File: src/rtl/csp_pkg.sv
package csp_pkg;
    // Register byte offsets on the APB slave
    localparam logic [7:0] OFF_TIMEOUT_CFG = 8'h00;
    localparam logic [7:0] OFF_SAFE_POS = 8'h04;
    localparam logic [7:0] OFF_REPEAT_SEC = 8'h08;
    localparam logic [7:0] OFF_IRQ_STATUS = 8'h0c;
    localparam logic [7:0] OFF_IRQ_MASK = 8'h10;
    localparam logic [7:0] OFF_STATE = 8'h14;
    localparam logic [7:0] OFF_UMOT_LIMIT = 8'h18;
    // Factory values
    localparam logic [15:0] RST_TIMEOUT_CFG = 16'h0001;
    localparam logic [31:0] RST_SAFE_POS = 32'h0000_0000;
    localparam logic [15:0] RST_REPEAT_SEC = 16'h0000;
    localparam logic [15:0] RST_UMOT_LIMIT = 16'h00b9;
    // Loss reaction codes, bits 1-0
    localparam logic [1:0] LOSS_CONTINUE = 2'h0;
    localparam logic [1:0] LOSS_ABORT = 2'h1;
    localparam logic [1:0] LOSS_SAFE = 2'h2;
    // Power-up wait codes, bits 3-2
    localparam logic [1:0] PWR_NONE = 2'h0;
    localparam logic [1:0] PWR_15 = 2'h1;
    localparam logic [1:0] PWR_30 = 2'h2;
    localparam logic [1:0] PWR_60 = 2'h3;
    localparam int LOSS_LSB = 0;
    localparam int PWR_LSB = 2;
    localparam logic [15:0] PWR_15_SEC = 16'h000f;
    localparam logic [15:0] PWR_30_SEC = 16'h001e;
    localparam logic [15:0] PWR_60_SEC = 16'h003c;
    // Timing: one second at 100 MHz
    localparam int CLK_PERIOD_NS = 10;
    localparam int SECOND_NS = 1000000000;
    localparam int TICKS_PER_SEC = SECOND_NS / CLK_PERIOD_NS;
    // Interrupt bit positions
    localparam int IRQ_LOSS = 0;
    localparam int IRQ_SAFE_START = 1;
    localparam int IRQ_SAFE_FAIL = 2;
    localparam int IRQ_SAFE_DONE = 3;
    localparam int IRQ_BITS = 4;
    // Supervisor states
    typedef enum logic [4:0] {
        ST_WAIT_CONN = 5'h01,
        ST_CONNECTED = 5'h02,
        ST_SAFE_RUN = 5'h04,
        ST_REPEAT_WAIT = 5'h08,
        ST_IDLE = 5'h10
    } csp_state_t;
endpackage

File: src/rtl/csp_sec_timer.sv
`timescale 1ns/100ps
`default_nettype none
// Seconds timer: counts down a load value, pulses done at zero
module csp_sec_timer
    import csp_pkg::*;
#(
    parameter int TICKS = TICKS_PER_SEC
) (
    // Clock and reset
    input wire logic clk,
    input wire logic rst_b,
    // Control
    input wire logic start,
    input wire logic stop,
    input wire logic [15:0] secs,
    // Result
    output logic done
);
    logic [31:0] tick_reg; // Sub-second prescaler
    logic [15:0] sec_reg; // Seconds left
    logic run_reg; // Timer armed

    // Prescaler and second counter
    always_ff @(posedge clk) begin
        if (!rst_b || stop) begin
            run_reg <= 1'b0;
            tick_reg <= 32'h0;
            sec_reg <= 16'h0;
            done <= 1'b0;
        end else if (start) begin
            run_reg <= 1'b1;
            tick_reg <= 32'h0;
            sec_reg <= secs;
            done <= 1'b0;
        end else if (run_reg) begin
            done <= 1'b0;
            if (tick_reg == 32'(TICKS - 1)) begin
                tick_reg <= 32'h0;
                // Last second elapsed
                if (sec_reg <= 16'h1) begin
                    run_reg <= 1'b0;
                    done <= 1'b1;
                end else begin
                    sec_reg <= sec_reg - 16'h1;
                end
            end else begin
                tick_reg <= tick_reg + 32'h1;
            end
        end else begin
            done <= 1'b0;
        end
    end
endmodule
`default_nettype wire

File: src/rtl/csp_irq.sv
`timescale 1ns/100ps
`default_nettype none
// Sticky status with write-one-to-clear and mask
module csp_irq
    import csp_pkg::*;
(
    // Clock and reset
    input wire logic clk,
    input wire logic rst_b,
    // Events and software access
    input wire logic [IRQ_BITS-1:0] events,
    input wire logic [IRQ_BITS-1:0] clear,
    input wire logic mask_we,
    input wire logic [IRQ_BITS-1:0] mask_wdata,
    // State out
    output logic [IRQ_BITS-1:0] status_reg,
    output logic [IRQ_BITS-1:0] mask_reg,
    output logic irq
);
    // Set wins over clear so no event is lost
    always_ff @(posedge clk) begin
        if (!rst_b) begin
            status_reg <= '0;
        end else begin
            status_reg <= (status_reg & ~clear) | events;
        end
    end

    // Mask register
    always_ff @(posedge clk) begin
        if (!rst_b) begin
            mask_reg <= '0;
        end else if (mask_we) begin
            mask_reg <= mask_wdata;
        end
    end

    assign irq = |(status_reg & mask_reg);
endmodule
`default_nettype wire

File: src/rtl/csp_supervisor.sv
// Added by the designer: register access over APB and the address map.
`timescale 1ns/100ps
`default_nettype none
// Overview of operation
// [RULE1] Loss reaction only after established connection
// [RULE2] Code 0: keep going to target
// [RULE3] Code 1: abort the running move
// [RULE4] Code 2: run to safe position
// [RULE5] No connection at power-up: delayed safe run
// [RULE6] Safe position is signed run target
// [RULE7] Failed safe run repeats after interval
// [RULE8] Interval in seconds, zero disables repeat
// [RULE9] Power-up code 0: no safe run
// [RULE10] Parameters reset to factory values
// [RULE11] Runs start only above voltage limit
module csp_supervisor
    import csp_pkg::*;
#(
    parameter int TICKS = TICKS_PER_SEC
) (
    // Clock and reset
    input wire logic CLK,
    input wire logic RST_B,
    // APB slave
    input wire logic PSEL,
    input wire logic PENABLE,
    input wire logic PWRITE,
    input wire logic [7:0] PADDR,
    input wire logic [31:0] PWDATA,
    output logic [31:0] PRDATA,
    output logic PREADY,
    output logic PSLVERR,
    // Drive status
    input wire logic CONN_UP,
    input wire logic SAFE_RUN_FAIL,
    input wire logic SAFE_RUN_DONE,
    input wire logic [15:0] UMOT_DECIVOLT,
    // Motion commands
    output logic ABORT_RUN,
    output logic SAFE_RUN_START,
    output logic [31:0] SAFE_RUN_TARGET,
    output logic RUN_ALLOWED,
    // Interrupt
    output logic IRQ
);
    logic [15:0] timeout_cfg_reg; // Reaction configuration
    logic [31:0] safe_pos_reg; // Signed safe target
    logic [15:0] repeat_sec_reg; // Repeat interval
    logic [15:0] umot_limit_reg; // Voltage limit, 0.1 V units
    csp_state_t state_reg; // Supervisor state
    csp_state_t state_next;
    logic conn_seen_reg; // Connection was ever up
    logic conn_d_reg; // Connection delayed copy
    logic loss_evt; // Connection just dropped
    logic pwr_done; // Power-up wait expired
    logic rep_done; // Repeat wait expired
    logic pwr_start; // Load power-up timer
    logic rep_start; // Load repeat timer
    logic safe_go; // Start a safe run now
    logic [15:0] pwr_secs; // Power-up wait in seconds
    logic [1:0] loss_code;
    logic [1:0] pwr_code;
    logic wr_en; // APB write strobe
    logic [IRQ_BITS-1:0] irq_status;
    logic [IRQ_BITS-1:0] irq_mask;
    logic [IRQ_BITS-1:0] irq_clear;
    logic init_reg; // First cycle after reset
    logic cfg_load_reg; // Timeout configuration just written
    logic pwr_stop; // Cancel the power-up wait

    assign loss_code = timeout_cfg_reg[LOSS_LSB +: 2];
    assign pwr_code = timeout_cfg_reg[PWR_LSB +: 2];
    assign wr_en = PSEL && PENABLE && PWRITE;

    // Zero-wait slave; unmapped addresses error
    assign PREADY = 1'b1;
    always_comb begin
        case (PADDR)
            OFF_TIMEOUT_CFG, OFF_SAFE_POS, OFF_REPEAT_SEC, OFF_IRQ_STATUS,
            OFF_IRQ_MASK, OFF_STATE, OFF_UMOT_LIMIT: PSLVERR = 1'b0;
            default: PSLVERR = PSEL && PENABLE;
        endcase
    end

    // Parameter registers, factory values at reset
    // Upper halves of the 16-bit parameters are dropped on write
    always_ff @(posedge CLK) begin
        if (!RST_B) begin
            timeout_cfg_reg <= RST_TIMEOUT_CFG; // see [RULE10]
            safe_pos_reg <= RST_SAFE_POS; // see [RULE10]
            repeat_sec_reg <= RST_REPEAT_SEC; // see [RULE10]
            umot_limit_reg <= RST_UMOT_LIMIT;
        end else if (wr_en) begin
            case (PADDR)
                OFF_TIMEOUT_CFG: timeout_cfg_reg <= PWDATA[15:0];
                OFF_SAFE_POS: safe_pos_reg <= PWDATA;
                OFF_REPEAT_SEC: repeat_sec_reg <= PWDATA[15:0];
                OFF_UMOT_LIMIT: umot_limit_reg <= PWDATA[15:0];
                default: ;
            endcase
        end
    end

    // Read data registered from the setup phase
    always_ff @(posedge CLK) begin
        if (!RST_B) begin
            PRDATA <= 32'h0;
        end else if (PSEL && !PENABLE && !PWRITE) begin
            case (PADDR)
                OFF_TIMEOUT_CFG: PRDATA <= {16'h0, timeout_cfg_reg};
                OFF_SAFE_POS: PRDATA <= safe_pos_reg;
                OFF_REPEAT_SEC: PRDATA <= {16'h0, repeat_sec_reg};
                OFF_IRQ_STATUS: PRDATA <= {28'h0, irq_status};
                OFF_IRQ_MASK: PRDATA <= {28'h0, irq_mask};
                OFF_STATE: PRDATA <= {26'h0, conn_seen_reg, 5'(state_reg)};
                OFF_UMOT_LIMIT: PRDATA <= {16'h0, umot_limit_reg};
                default: PRDATA <= 32'h0;
            endcase
        end
    end

    // Connection history; loss counts only after first contact
    always_ff @(posedge CLK) begin
        if (!RST_B) begin
            conn_d_reg <= 1'b0;
            conn_seen_reg <= 1'b0;
            init_reg <= 1'b1;
        end else begin
            conn_d_reg <= CONN_UP;
            init_reg <= 1'b0;
            if (CONN_UP) begin
                conn_seen_reg <= 1'b1;
            end
        end
    end
    assign loss_evt = conn_seen_reg && conn_d_reg && !CONN_UP; // see [RULE1]

    // Flag a fresh timeout configuration for one cycle
    // The stored value stands in for the backed-up one read at power-up,
    // so a late load still starts the wait while no contact was made
    always_ff @(posedge CLK) begin
        if (!RST_B) begin
            cfg_load_reg <= 1'b0;
        end else begin
            cfg_load_reg <= wr_en && (PADDR == OFF_TIMEOUT_CFG);
        end
    end

    // Power-up wait from bits 3-2
    always_comb begin
        case (pwr_code)
            PWR_15: pwr_secs = PWR_15_SEC; // see [RULE5]
            PWR_30: pwr_secs = PWR_30_SEC;
            PWR_60: pwr_secs = PWR_60_SEC;
            default: pwr_secs = 16'h0;
        endcase
    end
    // Timer armed after reset or a new code, never once contact was made
    assign pwr_start = (init_reg || cfg_load_reg) && !conn_seen_reg
        && (pwr_code != PWR_NONE); // see [RULE9]
    // Contact or code 0 cancels a wait already running
    assign pwr_stop = CONN_UP || (pwr_code == PWR_NONE); // see [RULE9]

    csp_sec_timer #(.TICKS(TICKS)) u_pwr_timer (
        .clk(CLK),
        .rst_b(RST_B),
        .start(pwr_start),
        .stop(pwr_stop),
        .secs(pwr_secs),
        .done(pwr_done)
    );

    // A fail outside a safe run is ignored; the motion logic owns that error
    // Repeat only with a nonzero interval
    assign rep_start = (state_reg == ST_SAFE_RUN) && SAFE_RUN_FAIL
        && (repeat_sec_reg != RST_REPEAT_SEC); // see [RULE8]

    csp_sec_timer #(.TICKS(TICKS)) u_rep_timer (
        .clk(CLK),
        .rst_b(RST_B),
        .start(rep_start),
        .stop(CONN_UP),
        .secs(repeat_sec_reg),
        .done(rep_done)
    );

    // Supervisor next state
    // Contact always wins: any state returns to connected when the link is up,
    // so a loss can only be seen from the connected state.
    // Codes 0 and 3 both park in idle; only code 1 touches the move,
    // and that is done by the abort pulse below, not by a state.
    always_comb begin
        state_next = state_reg;
        safe_go = 1'b0;
        case (state_reg)
            ST_WAIT_CONN: begin
                if (CONN_UP) begin
                    state_next = ST_CONNECTED;
                // Code 0 written during the wait must not launch a run
                end else if (pwr_done && pwr_code != PWR_NONE) begin
                    safe_go = 1'b1; // see [RULE5]
                    state_next = ST_SAFE_RUN;
                end
            end
            ST_CONNECTED: begin
                if (loss_evt && loss_code == LOSS_SAFE) begin
                    safe_go = 1'b1; // see [RULE4]
                    state_next = ST_SAFE_RUN;
                end else if (loss_evt) begin
                    state_next = ST_IDLE; // see [RULE2]
                end
            end
            ST_SAFE_RUN: begin
                if (CONN_UP) begin
                    state_next = ST_CONNECTED;
                end else if (SAFE_RUN_FAIL) begin
                    state_next = rep_start ? ST_REPEAT_WAIT : ST_IDLE; // see [RULE7]
                end else if (SAFE_RUN_DONE) begin
                    state_next = ST_IDLE;
                end
            end
            ST_REPEAT_WAIT: begin
                if (CONN_UP) begin
                    state_next = ST_CONNECTED;
                end else if (rep_done) begin
                    safe_go = 1'b1; // see [RULE7]
                    state_next = ST_SAFE_RUN;
                end
            end
            ST_IDLE: begin
                if (CONN_UP) begin
                    state_next = ST_CONNECTED;
                end
            end
            default: state_next = ST_WAIT_CONN;
        endcase
    end

    // State register
    always_ff @(posedge CLK) begin
        if (!RST_B) begin
            state_reg <= ST_WAIT_CONN;
        end else begin
            state_reg <= state_next;
        end
    end

    // Motion command outputs, registered
    // One cycle of latency buys glitch-free pulses towards the motion logic
    always_ff @(posedge CLK) begin
        if (!RST_B) begin
            ABORT_RUN <= 1'b0;
            SAFE_RUN_START <= 1'b0;
            SAFE_RUN_TARGET <= RST_SAFE_POS;
        end else begin
            // Code 0 leaves the move alone; code 1 aborts
            ABORT_RUN <= (state_reg == ST_CONNECTED) && loss_evt
                && (loss_code == LOSS_ABORT); // see [RULE3]
            SAFE_RUN_START <= safe_go;
            if (safe_go) begin
                SAFE_RUN_TARGET <= safe_pos_reg; // see [RULE6]
            end
        end
    end

    // Voltage gate; run interlock lives in the motion logic
    always_ff @(posedge CLK) begin
        if (!RST_B) begin
            RUN_ALLOWED <= 1'b0;
        end else begin
            RUN_ALLOWED <= UMOT_DECIVOLT > umot_limit_reg; // see [RULE11]
        end
    end

    // Interrupt block
    // Fail and done count only inside a safe run, so stale pulses stay quiet
    assign irq_clear = (wr_en && PADDR == OFF_IRQ_STATUS) ? PWDATA[IRQ_BITS-1:0] : '0;
    csp_irq u_irq (
        .clk(CLK),
        .rst_b(RST_B),
        .events({SAFE_RUN_DONE && state_reg == ST_SAFE_RUN,
                 SAFE_RUN_FAIL && state_reg == ST_SAFE_RUN, safe_go, loss_evt}),
        .clear(irq_clear),
        .mask_we(wr_en && PADDR == OFF_IRQ_MASK),
        .mask_wdata(PWDATA[IRQ_BITS-1:0]),
        .status_reg(irq_status),
        .mask_reg(irq_mask),
        .irq(IRQ)
    );

    // Checks, each next to the rule it guards
    // No abort while contact was never made
    chk_loss_before_conn: assert property (@(posedge CLK) disable iff (!RST_B) // see [RULE1]
        !conn_seen_reg |=> !ABORT_RUN)
        else $error("loss without connection");
    // Code 1 aborts one cycle after the drop
    chk_abort_code: assert property (@(posedge CLK) disable iff (!RST_B) // see [RULE3]
        (state_reg == ST_CONNECTED && loss_evt && loss_code == LOSS_ABORT) |=> ABORT_RUN)
        else $error("abort missing");
    // Code 0 leaves the move running and parks the supervisor
    chk_continue_code: assert property (@(posedge CLK) disable iff (!RST_B) // see [RULE2]
        (loss_evt && loss_code == LOSS_CONTINUE)
        |=> !ABORT_RUN && !SAFE_RUN_START && state_reg == ST_IDLE)
        else $error("continue disturbed");
    // Code 2 starts the safe run one cycle after the drop
    chk_safe_on_loss: assert property (@(posedge CLK) disable iff (!RST_B) // see [RULE4]
        (state_reg == ST_CONNECTED && loss_evt && loss_code == LOSS_SAFE)
        |=> SAFE_RUN_START) else $error("safe run missing");
    // Target is the safe position as it stood at the start
    chk_target_value: assert property (@(posedge CLK) disable iff (!RST_B) // see [RULE6]
        safe_go |=> SAFE_RUN_TARGET == $past(safe_pos_reg))
        else $error("wrong target");
    // Zero interval ends a failed run in idle
    chk_no_repeat_zero: assert property (@(posedge CLK) disable iff (!RST_B) // see [RULE8]
        (state_reg == ST_SAFE_RUN && SAFE_RUN_FAIL && !CONN_UP && repeat_sec_reg == 16'h0)
        |=> state_reg == ST_IDLE) else $error("repeat with zero");
    // Power-up code 0 never launches a run
    chk_pwr_disabled: assert property (@(posedge CLK) disable iff (!RST_B) // see [RULE9]
        (pwr_code == PWR_NONE && state_reg == ST_WAIT_CONN) |-> !safe_go)
        else $error("power-up run disabled");
    // Nonzero interval arms the repeat wait
    chk_repeat_arm: assert property (@(posedge CLK) disable iff (!RST_B) // see [RULE7]
        (state_reg == ST_SAFE_RUN && SAFE_RUN_FAIL && !CONN_UP && repeat_sec_reg != 16'h0)
        |=> state_reg == ST_REPEAT_WAIT) else $error("repeat not armed");
    // End of the repeat wait starts the next run
    chk_repeat_fires: assert property (@(posedge CLK) disable iff (!RST_B) // see [RULE7]
        (state_reg == ST_REPEAT_WAIT && rep_done && !CONN_UP)
        |=> SAFE_RUN_START) else $error("repeat run missing");
    // End of the power-up wait starts the safe run
    chk_pwr_run_start: assert property (@(posedge CLK) disable iff (!RST_B) // see [RULE5]
        (state_reg == ST_WAIT_CONN && pwr_done && pwr_code != PWR_NONE && !CONN_UP)
        |=> SAFE_RUN_START) else $error("power-up run missing");
    // Factory values follow every reset cycle
    chk_factory_values: assert property (@(posedge CLK) !RST_B |=> // see [RULE10]
        timeout_cfg_reg == RST_TIMEOUT_CFG && safe_pos_reg == RST_SAFE_POS
        && repeat_sec_reg == RST_REPEAT_SEC) else $error("factory values lost");
    // No run permission at or below the limit
    chk_volt_gate: assert property (@(posedge CLK) disable iff (!RST_B) // see [RULE11]
        (UMOT_DECIVOLT <= umot_limit_reg) |=> !RUN_ALLOWED)
        else $error("run allowed undervoltage");
    // Main scenarios
    cov_loss_safe: cover property (@(posedge CLK) disable iff (!RST_B)
        loss_evt && loss_code == LOSS_SAFE);
    cov_loss_abort: cover property (@(posedge CLK) disable iff (!RST_B)
        loss_evt && loss_code == LOSS_ABORT);
    cov_pwr_run: cover property (@(posedge CLK) disable iff (!RST_B)
        state_reg == ST_WAIT_CONN && pwr_done);
    cov_repeat: cover property (@(posedge CLK) disable iff (!RST_B)
        state_reg == ST_REPEAT_WAIT && rep_done);
    cov_safe_done: cover property (@(posedge CLK) disable iff (!RST_B)
        state_reg == ST_SAFE_RUN && SAFE_RUN_DONE);
endmodule
`default_nettype wire

File: config.mk
export PLATFORM = sky130hd
export DESIGN_NAME = csp_supervisor
export DESIGN_NICKNAME = d
export VERILOG_FILES = /design/src/rtl/csp_pkg.sv /design/src/rtl/csp_sec_timer.sv /design/src/rtl/csp_irq.sv /design/src/rtl/csp_supervisor.sv
export SDC_FILE = /design/constraint.sdc
export NUM_CORES = 1
export LEC_CHECK = 0
export CAP_MARGIN = 10
export CORE_ASPECT_RATIO = 0.75
export CORE_MARGIN = 2
export CORE_UTILIZATION = 50
export DETAILED_ROUTE_END_ITERATION = 6
export DONT_BUFFER_PORTS = 1
export SETUP_SLACK_MARGIN = 0.02
export SLEW_MARGIN = 20
export SYNTH_ARGS = -nofsm -noshare
export SYNTH_HDL_FRONTEND = slang
export SYNTH_HIERARCHICAL = 1
export SYNTH_SLANG_ARGS = --single-unit
File: constraint.sdc
create_clock -name CLK -period 4.4 [get_ports CLK]
set_input_delay 0.22 -clock CLK [delete_from_list [all_inputs] [get_ports CLK]]
set_output_delay 0.22 -clock CLK [all_outputs]
set_load 0.02 [all_outputs]
==> results.md <==
- The analysis attributes to net switching a power of 0.00120 W.
- The via count of the first global-routing pass is 8940.
- The synthesized design contains 264 register bits.
- The max-capacitance violation count is 0.
- The number of instances in the synthesized netlist is 1406.
- CTS built an H-tree with a depth of 1.
- In the synthesized netlist the dominant register cell turns out to be dfxtp_1.
- Per report_power, the sequential group accounts for 47.5% of the total.
- STA classifies the critical path endpoint as a flip-flop.
- Yosys mapped the design onto 62 distinct sky130hd cell types.
- The share of the core filled with cells is 56.9%.
- The floorplan step set the die width to 184 µm.
- In this run the vertical extent of the chip is 139 µm.
- At the worst endpoint, the arrival time is 3.30 ns.
- 134 I/O pins were placed.
- Setup repair after global routing left no endpoint under its margin.
- The layout overhead on the synthesized area is 12.0%.
- The largest vdd supply drop is 0.280 mV.
- The tree is rooted in a clkbuf_16.
- The combinational family with the most area after synthesis is simple AND/OR/NAND/NOR gates.
- In the routed layout, each cell is associated on average with a via count of 5.54.
- Of all flip-flops after synthesis, the portion carrying an async set or reset was 0%.
- Entering global routing, the biggest net connects 90 pins.
- The critical path starts at timeout_cfg_reg[2].
- The combinational power share is 5.1%.
- The final weighted congestion in routability-driven placement is 0.785.
- The area enclosed by the die boundary is 25600 µm².
- The count of input and output buffers is 0.
- The HPWL after detailed placement is 20.4 mm.
- The overall routed net length is 30.7 mm.
- The class of the most critical setup path is reg2reg.
- The class of the worst hold path is in2reg.
- The number of setup violations in the final report is 0.
- The switching power as a share of total power is 23.1%.
- Summing all non-filler instances in the final layout gives an area of 13600 µm².
- The number of clock buffers inserted by TritonCTS is 27.
- The internal portion of the total power is 0.00398 W.
- Once detail routing completed, the nets flagged for antenna violations numbered 0.
- After Yosys synthesis, and, or, nand and nor cells account for 23.9% of the synthesized area.
- The clock power share is 47.4%.
- The initial antenna violation count is 2.
- The endpoint required time on the critical path is 4.82 ns.
- The number of nets in the finished design is 1502.
- The headroom to the max-slew limit is 22.7%.
- After clock tree synthesis, the clock-pin slew on the worst setup and hold paths is 0.07 ns.
- Dividing total power by cell area gives a power density of 379 nW/µm².
- Across every metal layer, demand over resource in global routing totals 23.7%.
- The standard cell core area is 24000 µm².
- The CTS tree is built.
- The site row count is 49.
- The ratio of cells with drive above 1 in the final layout is 6.28%.
- Summed over all cells, the static leakage comes to 4.87 nW.
- The sum of internal, switching and leakage power is 0.00517 W.
- STA classifies the critical path startpoint as a flip-flop.
- The per-cell routed wire length is 17.4 µm.
- The routed layout has 9765 vias.
- Summing the areas of all fa, ha and maj instances in the mapped netlist gives 2.77% of the synthesized area.
- The initial core utilization is 50.8%.
- Clock skew on the completed layout was measured at 0.0204 ns.
- The number of gates resized after CTS was 0.
- The largest buffer count on any clock path is 3.
- The number of max-slew violations in the final report is 0.
- In this run, synthesis inferred 0 flip-flops with an integrated enable.
- The setup TNS is 0 ns.
- After detailed placement, the total cell area comes to 12300 µm².
- The synthesized netlist devotes 12.1% of its cell area to compound gates.
- Averaged over all synthesized cells, the footprint is 8.66 µm².
- The count of endpoints failing hold in the final timing report was 0.
- The first TritonRoute pass finished after 5 iterations.
- Measured against the total synthesized area, the mux share comes to 7.64%.
- The mapped netlist covers 12200 µm².
- The synthesized netlist devotes 5.40% of its cell area to XOR and XNOR gates.
- The flow ran to the end, and the final reports show no timing, DRC or antenna violations.
- Of the available clock period, the critical path in the final layout requires 65.4%.
- The count of synthesis-stage warnings from yosys is 6.
- The detailed router finished its first iteration with 702 violations.
- Counting every sink on the clock net gives 264.
- The global-route wire length before repair is 49.1 mm.
- The start of the worst register-to-register path is timeout_cfg_reg[2].
- The post-detailed-route DRC marker count is 0.
- The later-pin clock latency in the skew report is 0.55 ns.
- The maximum frequency from static timing analysis is 348 MHz.
- The share of the Yosys chip area taken by registers is 43.4%.
- The worst path in the final design needs a cycle of 2.88 ns, including I/O delays and setup.
- Of all nets on the critical path, the largest fanout is 32.
- The worst hold path begins at PADDR[3].
- The slew at the pin closest to its max-slew limit is 1.15 ns.
- The global route total overflow is 0.
[worst max-delay path, cell delays in order, from the launching register on]
cell and delay [ns]:
dfxtp_1 0.41, inv_1 0.11, ha_1 0.25, nor3_1 0.67
inv_1 0.64, nand3_1 0.20, buf_4 0.34, nor2_1 0.10
[routing by layer]
metal / share of wire [%] / track usage, % / wire [µm] / up-vias
met4: 2.1 / 5.68 / 645 / 2
met5: 0.042 / 0 / 13 / -
met3: 8.4 / 6.78 / 2580 / 47
met1: 49 / 34.9 / 15000 / 4531
met2: 41 / 34.0 / 12500 / 275
li1: - / - / - / 4910
[cell families (layout without fill, tap and decap cells)]
| family | Yosys count | after routing |
|---|---|---|
| and+or+nand+nor | 575 | 575 |
| adders and majority gates | 27 | 27 |
| DFF | 264 | 264 |
| xor gates and xnor gates | 75 | 75 |
| other | 2 | 12 |
| buffers and inverters | 120 | 137 |
| muxes | 91 | 91 |
| AOI/OAI and AO/OA | 252 | 252 |
[cells in the mapped netlist, drive strengths merged (16+ instances only)]
| cell type | number | area, µm² |
|---|---|---|
| dfxtp | 264 | 5290 |
| a21oi | 96 | 480 |
| xnor2 | 42 | 368 |
| inv | 37 | 139 |
| clkbuf | 47 | 176 |
| and2 | 16 | 100 |
| buf | 36 | 263 |
| xor2 | 33 | 289 |
| o21ai | 77 | 385 |
| mux2i | 85 | 851 |
| or3 | 22 | 138 |
| nand4 | 25 | 156 |
| nor2b | 21 | 131 |
| nor2 | 168 | 638 |
| nand3 | 45 | 240 |
| nand2 | 154 | 578 |
| nor3 | 38 | 216 |
| ha | 27 | 338 |
| a22oi | 33 | 248 |
[layout make-up]
type	instances	area [µm²]
Antenna cell	1	2.50
Clock buffer	33	748
Clock inverter	17	215
Fill cell	2206	10300
Inverter	37	141
Multi-Input combinational cell	1031	6350
Sequential cell	264	5290
Tap cell	331	414
Timing Repair Buffer	50	478
[metrics by stage]
| step | hold slack [ns] | worst slack (ns) | cells |
|---|---|---|---|
| floorplan | 0.336 | 2.07 | 1415 |
| global placement | 0.290 | 1.55 | 1672 |
| detailed placement | 0.293 | 1.49 | 1672 |
| CTS | 0.00623 | 1.47 | 1763 |
| global route | 0.0172 | 1.20 | 1763 |
| finish | 0.00798 | 1.52 | 1764 |
[power by group through the flow]
stage | combinational [W] | clock [W] | sequential [W]
floorplan | 0.000220 | 0 | 0.00247
global placement | 0.000210 | 0 | 0.00251
detailed placement | 0.000213 | 0 | 0.00251
CTS | 0.000262 | 0.00250 | 0.00245
global route | 0.000295 | 0.00260 | 0.00246
finish | 0.000264 | 0.00245 | 0.00246
[cells in the final DEF (no fill, tap or decap), drive strengths merged, types with 38 or more instances in the layout]
master,synthesis,layout
nor2,168,168
dlygate4sd3,0,41
nand3,45,45
nand2,154,154
nor3,38,38
o21ai,77,77
a21oi,96,96
dfxtp,264,264
xnor2,42,42
inv,37,39
mux2i,85,85
[repair_timing]
action,4_1_cts,5_1_grt
buffers inserted,0,0
hold endpoints to repair,114,0
setup endpoints to repair,0,0
hold buffers,41,0
[worst paths after layout]
path	to	slack, ns	depth (start not counted)
max	u_pwr_timer/tick_reg[1]	1.52	7
min	PRDATA[11]	0.008	3
max reg2reg	u_pwr_timer/tick_reg[1]	1.52	7
min reg2reg	safe_pos_reg[23]	0.47	2
No activity file was read; power rests on OpenSTA's default activity.
